==> config.mk <==
export PLATFORM = sky130hd
export DESIGN_NAME = axis_interrupt_collector
export DESIGN_NICKNAME = d
export VERILOG_FILES = /design/src/design/axis_irq_pkg.sv /design/src/design/axis_interrupt_collector.sv
export VERILOG_INCLUDE_DIRS = /design/src /design/src/design
export SDC_FILE = /design/constraint.sdc
export NUM_CORES = 1
export LEC_CHECK = 0
export BUFFER_PORTS_ARGS = -buffer_cell sky130_fd_sc_hd__buf_2
export CORE_ASPECT_RATIO = 0.6
export CORE_MARGIN = 3
export CORE_UTILIZATION = 60
export DETAILED_ROUTE_END_ITERATION = 10
export PLACE_DENSITY = 0.95
export SETUP_SLACK_MARGIN = 0.02
export SKIP_LAST_GASP = 1
export SYNTH_ARGS = -nofsm -noshare
export SYNTH_HDL_FRONTEND = slang
export SYNTH_SLANG_ARGS = --single-unit
==> constraint.sdc <==
create_clock -name clk_in -period 16.11 [get_ports clk_in]
set_clock_uncertainty 0.05 [all_clocks]
set_input_delay 1.611 -clock clk_in [delete_from_list [all_inputs] [get_ports clk_in]]
set_output_delay 1.611 -clock clk_in [all_outputs]
set_load 0.02 [all_outputs]
==> src/design/axis_irq_regs.svh <==
// Purpose: Register offsets, field positions and reset values
// Assumes: 32-bit classic Wishbone, byte addresses, word aligned
// Notes: Axis registers are indexed by address bits 3:2
`ifndef AXIS_IRQ_REGS_SVH
`define AXIS_IRQ_REGS_SVH

`define ENABLE_BASE 8'h00
`define STATUS_BASE 8'h10
`define INTERP_CTRL_ADDR 8'h20
`define SUMMARY_STATUS_ADDR 8'h24
`define SUMMARY_MASK_ADDR 8'h28
`define ADDR_BLOCK_MASK 8'hF0

`define ENABLE_RESET 16'h0000
`define INTERP_CTRL_RESET 16'h0000
`define SUMMARY_RESET 2'h0

`define INTERP_CLEAR_BIT 0
`define INTERP_ENABLE_A_BIT 14
`define INTERP_ENABLE_B_BIT 15
`define SUMMARY_AXIS_BIT 0
`define SUMMARY_INTERP_BIT 1

`endif

==> src/design/axis_irq_pkg.sv <==
// Purpose: Types shared by the axis interrupt collector
// Assumes: Event sources run on the same clock as the collector
// Notes: Field order of the event struct matches status bits 15..0
package axis_irq_pkg;

    // One axis worth of factor levels, bit 15 first
    typedef struct packed {
        logic [3:0] paired_action_fired;
        logic split_train_done_event;
        logic split_pulse_event;
        logic timer_expired_event;
        logic home_search_done_event;
        logic drive_end_event;
        logic constant_speed_end_event;
        logic constant_speed_begin_event;
        logic drive_begin_event;
        logic [3:0] compare_hit;
    } axis_event_type;

    // Interpolation side factors and clear causes
    typedef struct packed {
        logic stack_four_to_three;
        logic stack_eight_to_seven;
        logic next_segment_written;
        logic interp_finished;
    } interp_event_type;

endpackage

==> src/design/axis_interrupt_collector.sv <==
// Purpose: Per-axis interrupt collection for a four-axis motion block
// Assumes: Factor inputs are levels from logic on clk_in
// Notes: Read-to-clear status, open-drain lines as data plus enable
//
// The address map and the Wishbone register port are this design's own decisions.
`timescale 1ns/1ps
`include "axis_irq_regs.svh"

module axis_interrupt_collector #(
    parameter int AXES = 4
) (
    input wire logic clk_in,
    input wire logic reset_in,
    input wire logic wb_cyc_in,
    input wire logic wb_stb_in,
    input wire logic wb_we_in,
    input wire logic [7:0] wb_adr_in,
    input wire logic [3:0] wb_sel_in,
    input wire logic [31:0] wb_dat_in,
    output logic [31:0] wb_dat_out,
    output logic wb_ack_out,
    input wire axis_irq_pkg::axis_event_type axis_factor_in [AXES],
    input wire axis_irq_pkg::interp_event_type interp_factor_in,
    output logic axis_irq_out_low_out,
    output logic axis_irq_out_low_oe_out,
    output logic interp_irq_out_low_out,
    output logic interp_irq_out_low_oe_out,
    output logic irq_out
);
    import axis_irq_pkg::*;

    logic [15:0] enable_reg [AXES];
    logic [15:0] enable_next [AXES];
    logic [15:0] status_reg [AXES];
    logic [15:0] status_next [AXES];
    logic [15:0] factor_prev_reg [AXES];
    logic [15:0] factor_prev_next [AXES];
    logic [15:0] new_event [AXES];
    logic [15:0] interp_ctrl_reg;
    logic [15:0] interp_ctrl_next;
    logic interp_pend_reg;
    logic interp_pend_next;
    logic [1:0] summary_reg;
    logic [1:0] summary_next;
    logic [1:0] mask_reg;
    logic [1:0] mask_next;
    logic axis_line_prev_reg;
    logic interp_line_prev_reg;
    logic ack_reg;
    logic ack_next;
    logic [31:0] rdata_reg;
    logic [31:0] rdata_next;
    logic take;
    logic any_status;
    logic interp_set;
    logic interp_clear;

    // Low 16 bits of the word, honouring byte enables
    function automatic logic [15:0] merge16(input logic [15:0] old,
                                            input logic [31:0] data,
                                            input logic [3:0] sel);
        logic [15:0] res;
        res = old;
        if (sel[0]) begin
            res[7:0] = data[7:0];
        end
        if (sel[1]) begin
            res[15:8] = data[15:8];
        end
        return res;
    endfunction

    // Byte lanes of a status read that clear bits
    function automatic logic [15:0] lane_mask(input logic [3:0] sel);
        return {{8{sel[1]}}, {8{sel[0]}}};
    endfunction

    // Request taken in the cycle before ack; ack drops after one cycle
    assign take = wb_cyc_in && wb_stb_in && !ack_reg;
    assign wb_ack_out = ack_reg;
    assign wb_dat_out = rdata_reg;

    // Factor turning true is an edge, so a held level reports once
    always_comb begin
        for (int i = 0; i < AXES; i++) begin
            factor_prev_next[i] = axis_factor_in[i];
            new_event[i] = axis_factor_in[i]
                           & ~factor_prev_reg[i]
                           & enable_reg[i];
        end
    end

    // Enable and status; set wins over a read clear in the same cycle
    always_comb begin
        for (int i = 0; i < AXES; i++) begin
            enable_next[i] = enable_reg[i];
            status_next[i] = status_reg[i];
            if (take && wb_we_in &&
                wb_adr_in == (`ENABLE_BASE | 8'(i << 2))) begin
                enable_next[i] = merge16(enable_reg[i], wb_dat_in,
                                         wb_sel_in);
            end
            if (take && !wb_we_in &&
                wb_adr_in == (`STATUS_BASE | 8'(i << 2))) begin
                status_next[i] = status_reg[i]
                                 & ~lane_mask(wb_sel_in);
            end
            status_next[i] = status_next[i] | new_event[i];
        end
    end

    // Axis registers; reset leaves every factor disabled
    always_ff @(posedge clk_in or posedge reset_in) begin
        if (reset_in) begin
            for (int i = 0; i < AXES; i++) begin
                enable_reg[i] <= `ENABLE_RESET;
                status_reg[i] <= 16'h0000;
                factor_prev_reg[i] <= 16'hFFFF;
            end
        end else begin
            for (int i = 0; i < AXES; i++) begin
                enable_reg[i] <= enable_next[i];
                status_reg[i] <= status_next[i];
                factor_prev_reg[i] <= factor_prev_next[i];
            end
        end
    end

    // Shared line low while any bit of any axis stays set
    always_comb begin
        any_status = 1'b0;
        for (int i = 0; i < AXES; i++) begin
            any_status = any_status | (|status_reg[i]);
        end
    end
    assign axis_irq_out_low_out = 1'b0;
    assign axis_irq_out_low_oe_out = any_status;

    // Interpolation request: enabled stack factors set, three causes clear
    always_comb begin
        interp_ctrl_next = interp_ctrl_reg;
        interp_clear = interp_factor_in.next_segment_written
                       | interp_factor_in.interp_finished;
        if (take && wb_we_in && wb_adr_in == `INTERP_CTRL_ADDR) begin
            interp_ctrl_next = merge16(interp_ctrl_reg, wb_dat_in, wb_sel_in);
            interp_ctrl_next[`INTERP_CLEAR_BIT] = 1'b0; // Command, not stored
            interp_clear = interp_clear
                           | (wb_sel_in[0] && wb_dat_in[`INTERP_CLEAR_BIT]);
        end
        interp_set = (interp_factor_in.stack_four_to_three
                      && interp_ctrl_reg[`INTERP_ENABLE_A_BIT])
                     || (interp_factor_in.stack_eight_to_seven
                      && interp_ctrl_reg[`INTERP_ENABLE_B_BIT]);
        interp_pend_next = (interp_pend_reg && !interp_clear) || interp_set;
    end

    always_ff @(posedge clk_in or posedge reset_in) begin
        if (reset_in) begin
            interp_ctrl_reg <= `INTERP_CTRL_RESET;
            interp_pend_reg <= 1'b0;
        end else begin
            interp_ctrl_reg <= interp_ctrl_next;
            interp_pend_reg <= interp_pend_next;
        end
    end
    assign interp_irq_out_low_out = 1'b0;
    assign interp_irq_out_low_oe_out = interp_pend_reg;

    // Summary: line assertions latch sticky, write one to clear
    always_comb begin
        summary_next = summary_reg;
        mask_next = mask_reg;
        if (take && wb_we_in && wb_sel_in[0]) begin
            if (wb_adr_in == `SUMMARY_STATUS_ADDR) begin
                summary_next = summary_reg & ~wb_dat_in[1:0];
            end
            if (wb_adr_in == `SUMMARY_MASK_ADDR) begin
                mask_next = wb_dat_in[1:0];
            end
        end
        // Set after the clear so a same-cycle event is kept
        if (any_status && !axis_line_prev_reg) begin
            summary_next[`SUMMARY_AXIS_BIT] = 1'b1;
        end
        if (interp_pend_reg && !interp_line_prev_reg) begin
            summary_next[`SUMMARY_INTERP_BIT] = 1'b1;
        end
    end

    always_ff @(posedge clk_in or posedge reset_in) begin
        if (reset_in) begin
            summary_reg <= `SUMMARY_RESET;
            mask_reg <= `SUMMARY_RESET;
            axis_line_prev_reg <= 1'b0;
            interp_line_prev_reg <= 1'b0;
        end else begin
            summary_reg <= summary_next;
            mask_reg <= mask_next;
            axis_line_prev_reg <= any_status;
            interp_line_prev_reg <= interp_pend_reg;
        end
    end
    assign irq_out = |(summary_reg & mask_reg);

    // Bus answer; enable reads as zero since it is write-only
    always_comb begin
        ack_next = take;
        rdata_next = rdata_reg;
        if (take) begin
            rdata_next = 32'h0000_0000;
            if (!wb_we_in) begin
                for (int i = 0; i < AXES; i++) begin
                    if (wb_adr_in == (`STATUS_BASE | 8'(i << 2))) begin
                        rdata_next[15:0] = status_reg[i]
                                           & lane_mask(wb_sel_in);
                    end
                end
                if (wb_adr_in == `INTERP_CTRL_ADDR) begin
                    rdata_next[15:0] = interp_ctrl_reg;
                    rdata_next[16] = interp_pend_reg;
                end
                if (wb_adr_in == `SUMMARY_STATUS_ADDR) begin
                    rdata_next[1:0] = summary_reg;
                end
                if (wb_adr_in == `SUMMARY_MASK_ADDR) begin
                    rdata_next[1:0] = mask_reg;
                end
            end
        end
    end

    always_ff @(posedge clk_in or posedge reset_in) begin
        if (reset_in) begin
            ack_reg <= 1'b0;
            rdata_reg <= 32'h0000_0000;
        end else begin
            ack_reg <= ack_next;
            rdata_reg <= rdata_next;
        end
    end

    // Checks on axis 0, the interpolation line and the bus ack
    a_reset_enables_clear: assert property (
        @(posedge clk_in) $fell(reset_in) |-> enable_reg[0] == 16'h0000
            && !interp_ctrl_reg[`INTERP_ENABLE_A_BIT])
        else $error("enable not cleared by reset");

    a_event_sets_status: assert property (
        @(posedge clk_in) disable iff (reset_in)
        (new_event[0] != 16'h0000) |=>
            axis_irq_out_low_oe_out
            && (status_reg[0] & $past(new_event[0])) == $past(new_event[0]))
        else $error("enabled event did not set status");

    a_disabled_no_set: assert property (
        @(posedge clk_in) disable iff (reset_in)
        ##1 ((status_reg[0] & ~$past(status_reg[0]))
             & ~$past(enable_reg[0])) == 16'h0000)
        else $error("disabled factor set status");

    a_read_clears: assert property (
        @(posedge clk_in) disable iff (reset_in)
        (take && !wb_we_in && wb_adr_in == `STATUS_BASE
         && wb_sel_in[1:0] == 2'b11 && new_event[0] == 16'h0000)
        |=> status_reg[0] == 16'h0000 ##1 wb_ack_out == 1'b0)
        else $error("status read did not clear");

    a_lane_keeps_other: assert property (
        @(posedge clk_in) disable iff (reset_in)
        (take && !wb_we_in && wb_adr_in == `STATUS_BASE
         && wb_sel_in[1:0] == 2'b01)
        |=> (status_reg[0][15:8] & $past(status_reg[0][15:8]))
            == $past(status_reg[0][15:8]))
        else $error("low lane read touched high byte");

    a_other_read_keeps: assert property (
        @(posedge clk_in) disable iff (reset_in)
        (take && !wb_we_in
         && (wb_adr_in & `ADDR_BLOCK_MASK) != `STATUS_BASE)
        |=> (status_reg[0] & $past(status_reg[0])) == $past(status_reg[0]))
        else $error("non-status read cleared status");

    a_first_read_only: assert property (
        @(posedge clk_in) disable iff (reset_in)
        (take && !wb_we_in && wb_adr_in == `STATUS_BASE
         && wb_sel_in[1:0] == 2'b11 && new_event[0] == 16'h0000)
        ##1 (new_event[0] == 16'h0000) [*2]
        ##1 (take && !wb_we_in && wb_adr_in == `STATUS_BASE)
        |=> wb_dat_out[15:0] == 16'h0000)
        else $error("event reported twice");

    a_interp_line: assert property (
        @(posedge clk_in) disable iff (reset_in)
        interp_set |=> interp_irq_out_low_oe_out && !interp_irq_out_low_out)
        else $error("interpolation request not raised");

    a_ack_single: assert property (
        @(posedge clk_in) disable iff (reset_in)
        wb_ack_out |=> !wb_ack_out)
        else $error("ack held two cycles");

endmodule

== Word-level counts from Yosys, hierarchy flattened ==
Cells that the tools add are included.

* Flip-flop bits (word level): 232
* Input bits: 117
* Output and inout bits: 38

* Equal/unequal tests: 10
* Mux-type cells: 17
* Bitwise operators: 33
* Reductions and logical operators: 50

{| class="wikitable"
|+ Operator list
! cell !! count
|-
| $and A16 B16 Y16 || 16
|-
| $mux W16 || 8
|-
| $not A16 Y16 || 5
|-
| $or A16 B16 Y16 || 4
|-
| $reduce_or A16 Y1 || 4
|-
| $mux W17 || 2
|-
| $eq A8 B5 Y1 const B || 4
|-
| $reduce_and A2 Y1 || 13
|-
| $eq A8 B6 Y1 const B || 3
|-
| $logic_and A1 B1 Y1 || 20
|-
| $eq A8 B4 Y1 const B || 2
|-
| $eq A8 B3 Y1 const B || 1
|-
| $logic_not A8 Y1 || 1
|-
| $mux W2 || 4
|-
| $reduce_bool A2 Y1 || 4
|-
| $logic_not A1 Y1 || 5
|-
| $or A1 B1 Y1 || 5
|-
| $and A2 B2 Y2 || 2
|-
| $mux W1 || 3
|-
| $logic_or A1 B1 Y1 || 2
|-
| $not A2 Y2 || 1
|-
| $reduce_or A2 Y1 || 1
|}

== Depth between registers and ports, before layout ==
Gate-level depths: netlist (run 1).

* Depth after elaboration: 9
* Gate-level depth with buffers: 7
* Gate-level depth less buffers: 4

== Worst setup path after synthesis (run 1) ==
No wires, ideal clock.

* Path kind: in2reg
* From: in wb_adr_in[2]
* To: reg rdata_reg[14] (netlist: wb_dat_out[14])
* Setup time: 0.126 ns
* Arrival time: 2.944 ns
* Required time: 15.934 ns
* Slack: 12.989 ns
* Cell stages on the path: 6
* Path through: buf_2 > buf_1 > mux2_2 > o22ai_1 > nor3_1 > a221o_1

* Word-level cells in the longest chain between the ends: 7

{| class="wikitable"
|+ RTL lines
! what !! RTL line !! RTL
|-
| from (decl) || axis_interrupt_collector.sv:17 || <nowiki>input wire logic [7:0] wb_adr_in,</nowiki>
|-
| $eq A8 B5 Y1 || axis_interrupt_collector.sv:213 || <nowiki>if (wb_adr_in == (`STATUS_BASE | 8'(i << 2))) begin</nowiki>
|-
| $mux W16 (4 in a row) || axis_interrupt_collector.sv:213 ||
|-
| $mux W17 * || axis_interrupt_collector.sv:218 || <nowiki>if (wb_adr_in == `INTERP_CTRL_ADDR) begin</nowiki>
|-
| $mux W17 * || axis_interrupt_collector.sv:211 || <nowiki>if (!wb_we_in) begin</nowiki>
|-
| to (signal assigned) || axis_interrupt_collector.sv:238 || <nowiki>rdata_reg <= rdata_next;</nowiki>
|-
| to (decl) || axis_interrupt_collector.sv:51 || <nowiki>logic [31:0] rdata_reg;</nowiki>
|}

Every way passes the cells marked *; elsewhere a longest branch is shown, timed or not.
A chain may end at the register's enable or synchronous reset.

== Final worst setup path (run 1) ==
* From: reg status_reg[1] in the netlist's numbering
* To: out axis_irq_out_low_oe_out

* Word-level cells in the longest chain between the ends: 2

{| class="wikitable"
|+ RTL lines
! what !! RTL line !! RTL
|-
| from (decl) || axis_interrupt_collector.sv:34 || <nowiki>logic [15:0] status_reg [AXES];</nowiki>
|-
| from (signal, indexed assignment) || axis_interrupt_collector.sv:123 || <nowiki>status_reg[i] <= status_next[i];</nowiki>
|-
| $reduce_or A16 Y1 || axis_interrupt_collector.sv:133 || <nowiki>any_status = any_status | (|status_reg[i]);</nowiki>
|-
| $or A1 B1 Y1 || axis_interrupt_collector.sv:133 ||
|-
| to (decl) || axis_interrupt_collector.sv:25 || <nowiki>output logic axis_irq_out_low_oe_out,</nowiki>
|}

Every way passes these cells.

==> results of run 1 <==
[cells in the mapped netlist, types with 6 or more instances]
cell type and count:
dfrtp_1 168, mux2_2 87, dfstp_2 64, inv_1 51, a32o_1 45, nand2_1 36
o2bb2ai_1 19, buf_4 17, nor4_1 16, nor2_1 13, nor3_1 11, a221o_1 10
clkbuf_1 10, o22ai_1 10, nand4_1 6
[worst reg2reg max path: stages (launching register included)]
cell and delay [ns]:
dfrtp_1 0.40, nor4bb_1 0.89, nand4_1 0.71, nor3_1 0.41, a221o_1 0.15
[cell families (layout without fill, tap and decap cells)]
group	after synthesis	count (layout)
DFF	232	232
AOI/OAI and AO/OA	116	116
buffers and inverters	84	207
muxes	93	93
and+or+nand+nor	120	120
other	1	17
[path summary, 6_finish.rpt]
kind	from	endpoint	slack, ns	depth (start not counted)
hold reg to reg	factor_prev_reg[8]$_DFF_PP1_	status_reg[8]$_DFF_PP0_	0.43	1
setup / recovery	status_reg[1]$_DFF_PP0_	axis_irq_out_low_oe_out	11.97	4
hold / removal	factor_prev_reg[8]$_DFF_PP1_	status_reg[8]$_DFF_PP0_	0.43	1
setup reg to reg	wb_ack_out$_DFF_PP0_	wb_dat_out[9]$_DFFE_PP0N_	13.41	4
min in group asynchronous	reset_in	status_reg[16]$_DFF_PP0_	1.28	2
max in group asynchronous	reset_in	enable_reg[58]$_DFFE_PP0P_	13.05	3
[stage by stage]
| stage | hold slack, ns | setup slack (ns) | power [mW] |
|---|---|---|---|
| detailed placement | 0.428 | 11.96 | 0.708 |
| finish | 0.433 | 11.97 | 1.17 |
| CTS | 0.440 | 12.02 | 1.18 |
| floorplan | 0.415 | 8.19 | 0.674 |
| global placement | 0.416 | 12.03 | 0.704 |
| global route | 0.458 | 11.88 | 1.21 |
[routing by layer]
| metal | GRT usage [%] | routed length (µm) |
|---|---|---|
| met1 | 41.4 | 9570 |
| met2 | 39.4 | 9540 |
| met3 | 6.58 | 2370 |
| met4 | 6.77 | 430 |
| met5 | 0 | 0 |
[layout make-up]
cell class                      instances  share of cell area (%)
Inverter                               51                    1.90
Timing Repair Buffer                  120                    5.77
Sequential cell                       232                    56.3
Clock inverter                          2                   0.156
Clock buffer                           34                    5.97
Tap cell                              198                    2.37
Multi-Input combinational cell        346                    27.5
[where the power goes]
part	internal, mW	switching (mW)	total, mW
sequential	0.608	0.0116	0.620
clock	0.265	0.208	0.473
combinational	0.0289	0.0514	0.0802
==> run metrics, run 1 <==
outcome finished clean; Rows 34; sequential share of the synthesized area between 60% and 70%; hold crit path type reg -> reg; CTS max path bufs 3; Netlist Area Pre-Place between 0.009 and 0.01 mm²; clock-pin slew on the worst setup and hold paths approximately 0.06 ns; GPL Wtd Cong between 0.9 and 1; post-synthesis compound-gate area fraction approximately 11%; Top FF cell, synth dfrtp_1; Clock Sinks about 230; final period utilization 25.7%; first-pass iteration count of the detailed router 5; Post-DP HPWL 15200 µm; 1st-iter DRT viols about 740; Post-synth ARST share 100%; initial core utilization slightly above 60%; post-synthesis cell type count 51; vias in the first global route between 6000 and 7000; CP delay by family, top simple AND/OR/NAND/NOR gates; final cell count without fillers a little under 1000; Root Buffer clkbuf_16; nets between 800 and 900; Fin Setup TNS 0 ns; placed instance area around 0.0098 mm²; total grt overflow 0; Synth Instances 646; RSZ-0062 raised after global routing no; simple-gate share of the synthesized area 8.15%; kind of critical path reg -> out; CTS tree yes; Setup-failing EPs final 0; largest family of logic cells by synthesized area multiplexers; Placed Cells approximately 950; die width between 150 and 200 µm; Peak VDD IR 0.0715 mV; initial antenna violation count 0; Num CTS Buffers 21; Adder-Cell Fraction of Synth Area 0%; CP max stage delay just under 0.7 ns; Total Wirelength about 22000 µm; Fin. Hold Viols 0; share of cells above drive strength 1 40.6%; crit-path cells nor4_1 > nand4_1 > or4_1 > buf_2; ranking of synthesized cells by area dfrtp_1 (46%), dfstp_2 (19%), mux2_2 (11%); Inserted Diodes 0; first-pass GRT wire length roughly 35000 µm; Die Ht 101 µm; syn_area_per_cell between 10 and 15 µm²; ANT nets after route 0; most common cell after layout, fill and taps aside dfrtp_1; setup bufs post-CTS 0; critical path required time roughly 14 ns; Startpoint Class flip-flop; final core utilization 71.4%; gr usage total 27.0%; fin crit period between 4 and 5 ns; Slowest-stage cell, CP or4_1; Vias around 6000; most frequent cells in the layout dfrtp_1 (168), buf_2 (119), mux2_2 (87); Filler Cells Inserted between 900 and 1000; Multi-input gate area 0.00288 mm²; I/O Pins 155; CTS Hold Buffers Added 0; crit end category output pin; #FFs+latches synth between 200 and 250; post-CTS resize count 0; worst-path fanout max 3; final instance area ~0.010 mm²; Remaining DRCs 0; Synth top area share 46.3%; max-cap viol count 0; Port Buffers between 100 and 150; Storage cell area 0.00589 mm²; post-synthesis mux area share between 10% and 20%; Post-synth EDFFs 0; Core ar. approximately 0.015 mm²; total die area 0.0167 mm²; vias per cell approximately 6.2; H-tree depth 1; PwrDens 112 mW/mm²; Skew-Pair Late Insertion Delay approximately 0.50 ns; area grow syn2layout 15.1%; WP data arrival between 2 and 2.5 ns; Worst-Margin Slew approximately 1.1 ns; max-slew violation count 0; Slew HR 28.9%; yosys warns 0; Bufs and invs on worst path 1; P_leak around 5.2 nW; fmax 242 MHz; pin count of the biggest net entering global routing roughly 150; mean routed wirelength per cell between 20 and 25 µm; post-synth top area cell dfrtp_1; Synth Area in XOR/XNOR 0%
No activity file was read; power rests on OpenSTA's default activity.
==> inputs of run 2 (changes only) <==
--- a/config.mk
+++ b/config.mk
@@ -9,9 +9,9 @@
 export BUFFER_PORTS_ARGS = -buffer_cell sky130_fd_sc_hd__buf_2
 export CORE_ASPECT_RATIO = 0.6
 export CORE_MARGIN = 3
-export CORE_UTILIZATION = 60
+export CORE_UTILIZATION = 56
 export DETAILED_ROUTE_END_ITERATION = 10
-export PLACE_DENSITY = 0.95
+export PLACE_DENSITY = 0.92
 export SETUP_SLACK_MARGIN = 0.02
 export SKIP_LAST_GASP = 1
 export SYNTH_ARGS = -nofsm -noshare
==> constraint.sdc (replaced) <==
create_clock -name clk_in -period 4.1 [get_ports clk_in]
set_clock_uncertainty 0.05 [all_clocks]
set_input_delay 0.41 -clock clk_in [delete_from_list [all_inputs] [get_ports clk_in]]
set_output_delay 0.41 -clock clk_in [all_outputs]
set_load 0.02 [all_outputs]
==> run metrics, run 2 (synthesis results as in run 1) <==
Worst R2R End wb_dat_out[14]$_DFFE_PP0N_; share of cells above drive strength 1 38.1% (-2.6 points); Filler Cells Inserted 996 (+1.2%); CP endpoint axis_irq_out_low_oe_out; Slew HR 30.1% (+1.2 points); 1st-iter DRT viols 761 (+2.7%); Slowest-stage cell, CP or4_1; Remaining DRCs 0 (unchanged); GPL Wtd Cong 0.936 (+3.3%); vias per cell 6.17 (-0.96%); PwrDens 429 mW/mm² (+280%); gr usage total 26.9% (-0.17 points); Bufs and invs on worst path 1 (unchanged); final period utilization about three quarters; area grow syn2layout 23.0%; outcome finished clean; die width 170 µm (+3.4%); Skew-Pair Late Insertion Delay 0.50 ns (about the same); Num CTS Buffers 20 (-4.8%); H-tree depth 1 (unchanged); placed instance area 0.00984 mm² (+0.31%); most common cell after layout, fill and taps aside dfrtp_1; kind of critical path reg -> out; CP delay by family, top simple AND/OR/NAND/NOR gates; Vias 6498 (+6.2%); Fin. Hold Viols 0 (unchanged); clock-pin slew on the worst setup and hold paths 0.07 ns (about the same); Root Buffer clkbuf_16; RSZ-0062 raised after global routing no; cells on worst reg2reg path 4 (unchanged); Fin Setup TNS 0 ns (unchanged); first-pass iteration count of the detailed router 5 (unchanged); pin count of the biggest net entering global routing 198 (+36%); launching point of the worst reg2reg path wb_ack_out$_DFF_PP0_; worst-path fanout max 3 (unchanged); ANT nets after route 0 (unchanged); CP startpoint status_reg[11]$_DFF_PP0_; crit end category output pin; nets 954 (+7.3%); fin crit period around 3.0 ns; Inserted Diodes 0 (unchanged); internal reg-to-reg setup slack 1.42 ns (-11.99 ns); max-cap viol count 0 (unchanged); Port Buffers 119 (unchanged); initial antenna violation count 0 (unchanged); most frequent cells in the layout dfrtp_1 (168), buf_2 (119), mux2_2 (87); CP max stage delay 0.66 ns (-0.02 ns); Post-DP HPWL 15300 µm (+0.66%); WP data arrival 2.57 ns (+0.09 ns); total grt overflow 0 (unchanged); Total Wirelength 23600 µm (+7.5%); max-slew violation count 0 (unchanged); Clock Sinks 232 (unchanged); Die Ht 105 µm (+3.3%); fmax 330 MHz; initial core utilization 58.3% (-3.8 points); first-pass GRT wire length 37100 µm (+7.0%); vias in the first global route 6702 (+5.7%); post-CTS resize count 0 (unchanged); mean routed wirelength per cell 22.4 µm (+0.29%); CTS max path bufs 3 (unchanged); total die area 0.0178 mm² (+6.8%); hold crit path type in -> async; Rows 35 (+2.9%); Core ar. 0.0156 mm² (+6.5%); Setup-failing EPs final 0 (unchanged); critical path required time 3.64 ns (-10.81 ns); Peak VDD IR 0.416 mV (+480%); I/O Pins 155 (unchanged); CTS tree yes; P_leak 5.54 nW (+5.8%); final instance area 0.0112 mm² (+6.9%); Startpoint Class flip-flop; stages on the worst setup path 4 (unchanged); Worst-Margin Slew 1.05 ns (-0.00398 ns); setup bufs post-CTS 0 (unchanged); crit-path cells nor4_1 > nand4_1 > or4_1 > buf_2
==> run 2: cell count changes in the layout (fill, tap and decap cells not counted), sizes merged <==
| cell | delta |
|---|---|
| dlygate4sd3 | +64 |
| clkbuf | -3 |
| buf | +2 |
| bufinv | +2 |
| clkinv | +2 |
| inv | -2 |
| clkinvlp | +1 |
==> run 2: per-stage QoR <==
step           cells  worst slack, ns  hold slack (ns)  power, mW  utilization [%]
6_report        1054             1.07           0.0111       4.80             71.7
5_1_grt         1054            0.978           0.0527       4.96             71.7
2_1_floorplan    662            0.656            0.364       2.65                -
3_5_place_dp     954             1.29            0.431       2.79             63.1
3_3_place_gp     954             1.37            0.411       2.77             63.1
4_1_cts         1054             1.13           0.0277       4.80             71.7
==> run 2: area by class of cell <==
class                      instances  area (µm²)  share of cell area (%)
clock buffer                      31         613                    5.49
clock inverter                     5        75.1                   0.672
inverter                          51         195                    1.75
multi-input combinational        346        2880                    25.8
sequential                       232        5890                    52.7
tap                              203         254                    2.27
timing repair buffer             186        1270                    11.4
==> run 2: what timing repair did <==
item / 4_1_cts / 5_1_grt
setup endpoints to repair: 0 / 0
hold buffers: 64 / 0
hold endpoints to repair: 64 / 0
==> run 2: worst min path at each step <==
stage	slack (ns)	endpoint	from	depth (start not counted)
final	0.01	status_reg[17]$_DFF_PP0_	reset_in	3
after global routing	0.05	status_reg[48]$_DFF_PP0_	reset_in	3
after floorplan	0.36	factor_prev_reg[0]$_DFF_PP1_	axis_factor_in[0]	0
after global placement	0.41	wb_dat_out[0]$_DFFE_PP0N_	wb_dat_out[0]$_DFFE_PP0N_	2
after detailed placement	0.43	enable_reg[6]$_DFFE_PP0P_	enable_reg[6]$_DFFE_PP0P_	1
after CTS	0.03	status_reg[49]$_DFF_PP0_	reset_in	3
==> run 2: per-layer routing <==
| layer | wire length [µm] | GRT usage (%) | part of all wire [%] | up-vias |
|---|---|---|---|---|
| met2 | 10600 | 40.7 | 45 | 376 |
| met4 | 498 | 6.83 | 2.1 | 0 |
| li1 | - | - | - | 2739 |
| met1 | 10300 | 39.6 | 44 | 3336 |
| met5 | 0 | 0 | 0 | - |
| met3 | 2200 | 6.35 | 9.3 | 47 |
==> run 2: worst reg2reg max path: stages, from the launching register on <==
cell	delay, ns
dfrtp_1	0.40
nor4bb_1	0.82
nand4_1	0.72
nor3_1	0.48
a221o_1	0.16
==> run 2: where the power goes <==
part | switching [mW] | internal, mW
logic | 0.213 | 0.155
registers | 0.0477 | 2.39
clock network | 0.834 | 1.16
total | 1.09 | 3.70
==> inputs of run 3 (changes only) <==
==> constraint.sdc (replaced) <==
create_clock -name clk_in -period 3.09 [get_ports clk_in]
set_clock_uncertainty 0.05 [all_clocks]
set_input_delay 0.309 -clock clk_in [delete_from_list [all_inputs] [get_ports clk_in]]
set_output_delay 0.309 -clock clk_in [all_outputs]
set_load 0.02 [all_outputs]
==> run metrics, run 3 (synthesis results as in run 1) <==
Worst-Margin Slew 0.998 ns (-0.0506 ns); max-cap viol count 0 (unchanged); Core ar. 0.0156 mm² (unchanged); Placed Cells 965 (+1.2%); kind of critical path reg -> out; Root Buffer clkbuf_16; post-CTS resize count 0 (unchanged); worst-path fanout max 3 (unchanged); Bufs and invs on worst path 1 (unchanged); CP delay by family, top simple AND/OR/NAND/NOR gates; final core utilization 72.3% (+0.61 points); Fin. Hold Viols 2 (+2); pre-CTS setup slack 0.860 ns (-0.429 ns); P_leak 5.59 nW (+0.92%); initial core utilization 58.3% (unchanged); Peak VDD IR 0.338 mV (-19%); fmax around 360 MHz; Startpoint Class flip-flop; ANT nets after route 0 (unchanged); pin count of the biggest net entering global routing 47 (-76%); vias in the first global route 6746 (+0.66%); Clock Sinks 232 (unchanged); CTS max path bufs 3 (unchanged); nets 965 (+1.2%); Die Ht 105 µm (unchanged); WP data arrival 2.45 ns (-0.12 ns); max-slew violation count 0 (unchanged); failing checks hold timing; crit-path cells nor4_1 > nand4_1 > or4_1 > buf_2; internal reg-to-reg setup slack 0.90 ns (-0.52 ns); first-pass iteration count of the detailed router 5 (unchanged); final instance area 0.0113 mm² (+0.85%); hold_ws -0.00556 ns (-0.0166 ns); gr usage total 26.4% (-0.44 points); Remaining DRCs 0 (unchanged); Port Buffers 119 (unchanged); PwrDens 553 mW/mm² (+29%); Inserted Diodes 0 (unchanged); 1st-iter DRT viols 650 (-15%); Num CTS Buffers 20 (unchanged); CTS tree yes; H-tree depth 1 (unchanged); GPL Wtd Cong 0.914 (-2.4%); crit end category output pin; Vias 6480 (-0.28%); most frequent cells in the layout dfrtp_1 (168), buf_2 (119), mux2_2 (87); I/O Pins 155 (unchanged); Fin Setup TNS 0 ns (unchanged); Setup-failing EPs final 0 (unchanged); critical path required time 2.73 ns (-0.91 ns); Total Wirelength 23300 µm (-1.1%); RSZ-0062 raised after global routing no; most common cell after layout, fill and taps aside dfrtp_1; Slew HR 33.3% (+3.2 points); fin crit period around 2.8 ns; Post-DP HPWL 15900 µm (+3.9%); initial antenna violation count 1 (+1); placed instance area 0.00997 mm² (+1.3%); first-pass GRT wire length 36500 µm (-1.8%); final period utilization 91.0%; Slowest-stage cell, CP or4_1; outcome finished with violations; Skew-Pair Late Insertion Delay 0.49 ns (about the same); hold crit path type in -> async; area grow syn2layout 24.0%; Rows 35 (unchanged); die width 170 µm (unchanged); share of cells above drive strength 1 38.5% (+0.44 points); total grt overflow 0 (unchanged); clock-pin slew on the worst setup and hold paths 0.07 ns (about the same); final cell count without fillers 1065 (+1.0%); total power 6.23 mW (+30%); total die area 0.0178 mm² (unchanged); CP max stage delay 0.67 ns (about the same); worst setup margin 0.278 ns (-0.788 ns); mean routed wirelength per cell 21.9 µm (-2.2%); vias per cell 6.08 (-1.3%)
run 3: changes by cell type in the layout (fill, tap and decap cells not counted), sizes merged:
cell / delta
clkinv: -1
buf: +11
bufinv: -1
clkbuf: +2
run 3: area by class of cell:
type                    instances  area, µm²
inverters                      51        195
clock inverters                 3       40.0
multi-input cells             346       2880
flip-flops and latches        232       5890
fillers                       960       4320
well taps                     203        254
repair buffers                197       1400
clock buffers                  33        611
run 3: timing repair:
action,4_1_cts,5_1_grt
buffers inserted,0,0
hold buffers,64,0
setup endpoints to repair,0,0
hold endpoints to repair,64,0
run 3: worst reg2reg max path: stages, from the launching register on:
cell     delay (ns)
dfrtp_1        0.41
nor4_1         0.47
nand4_1        0.19
or4_1          0.67
a22o_1         0.28
run 3: power by group:
group	total (mW)	internal, mW	switching, mW
Clock	2.50	1.43	1.06
Combinational	0.503	0.220	0.283
Sequential	3.23	3.17	0.0632
Total	6.23	4.82	1.41
run 3: path summary, 6_finish.rpt:
path	start	end	cells after the start
worst max-delay path	status_reg[49]$_DFF_PP0_	axis_irq_out_low_oe_out	4
worst min-delay path	reset_in	enable_reg[1]$_DFFE_PP0P_	2
worst max register to register	status_reg[49]$_DFF_PP0_	summary_reg[0]$_DFFE_PP0P_	4
max in group asynchronous	reset_in	factor_prev_reg[46]$_DFF_PP1_	3
worst min register to register	enable_reg[2]$_DFFE_PP0P_	enable_reg[2]$_DFFE_PP0P_	1
min in group clk_in	interp_factor_in[2]	interp_irq_out_low_oe_out$_DFF_PP0_	3
run 3: layer usage:
metal / global-route usage (%) / wire [µm] / up-vias
met5: 0 / 13 / -
met4: 7.41 / 507 / 2
met3: 7.33 / 2450 / 52
met2: 40.1 / 10500 / 340
met1: 37.9 / 9780 / 3326
li1: - / - / 2760
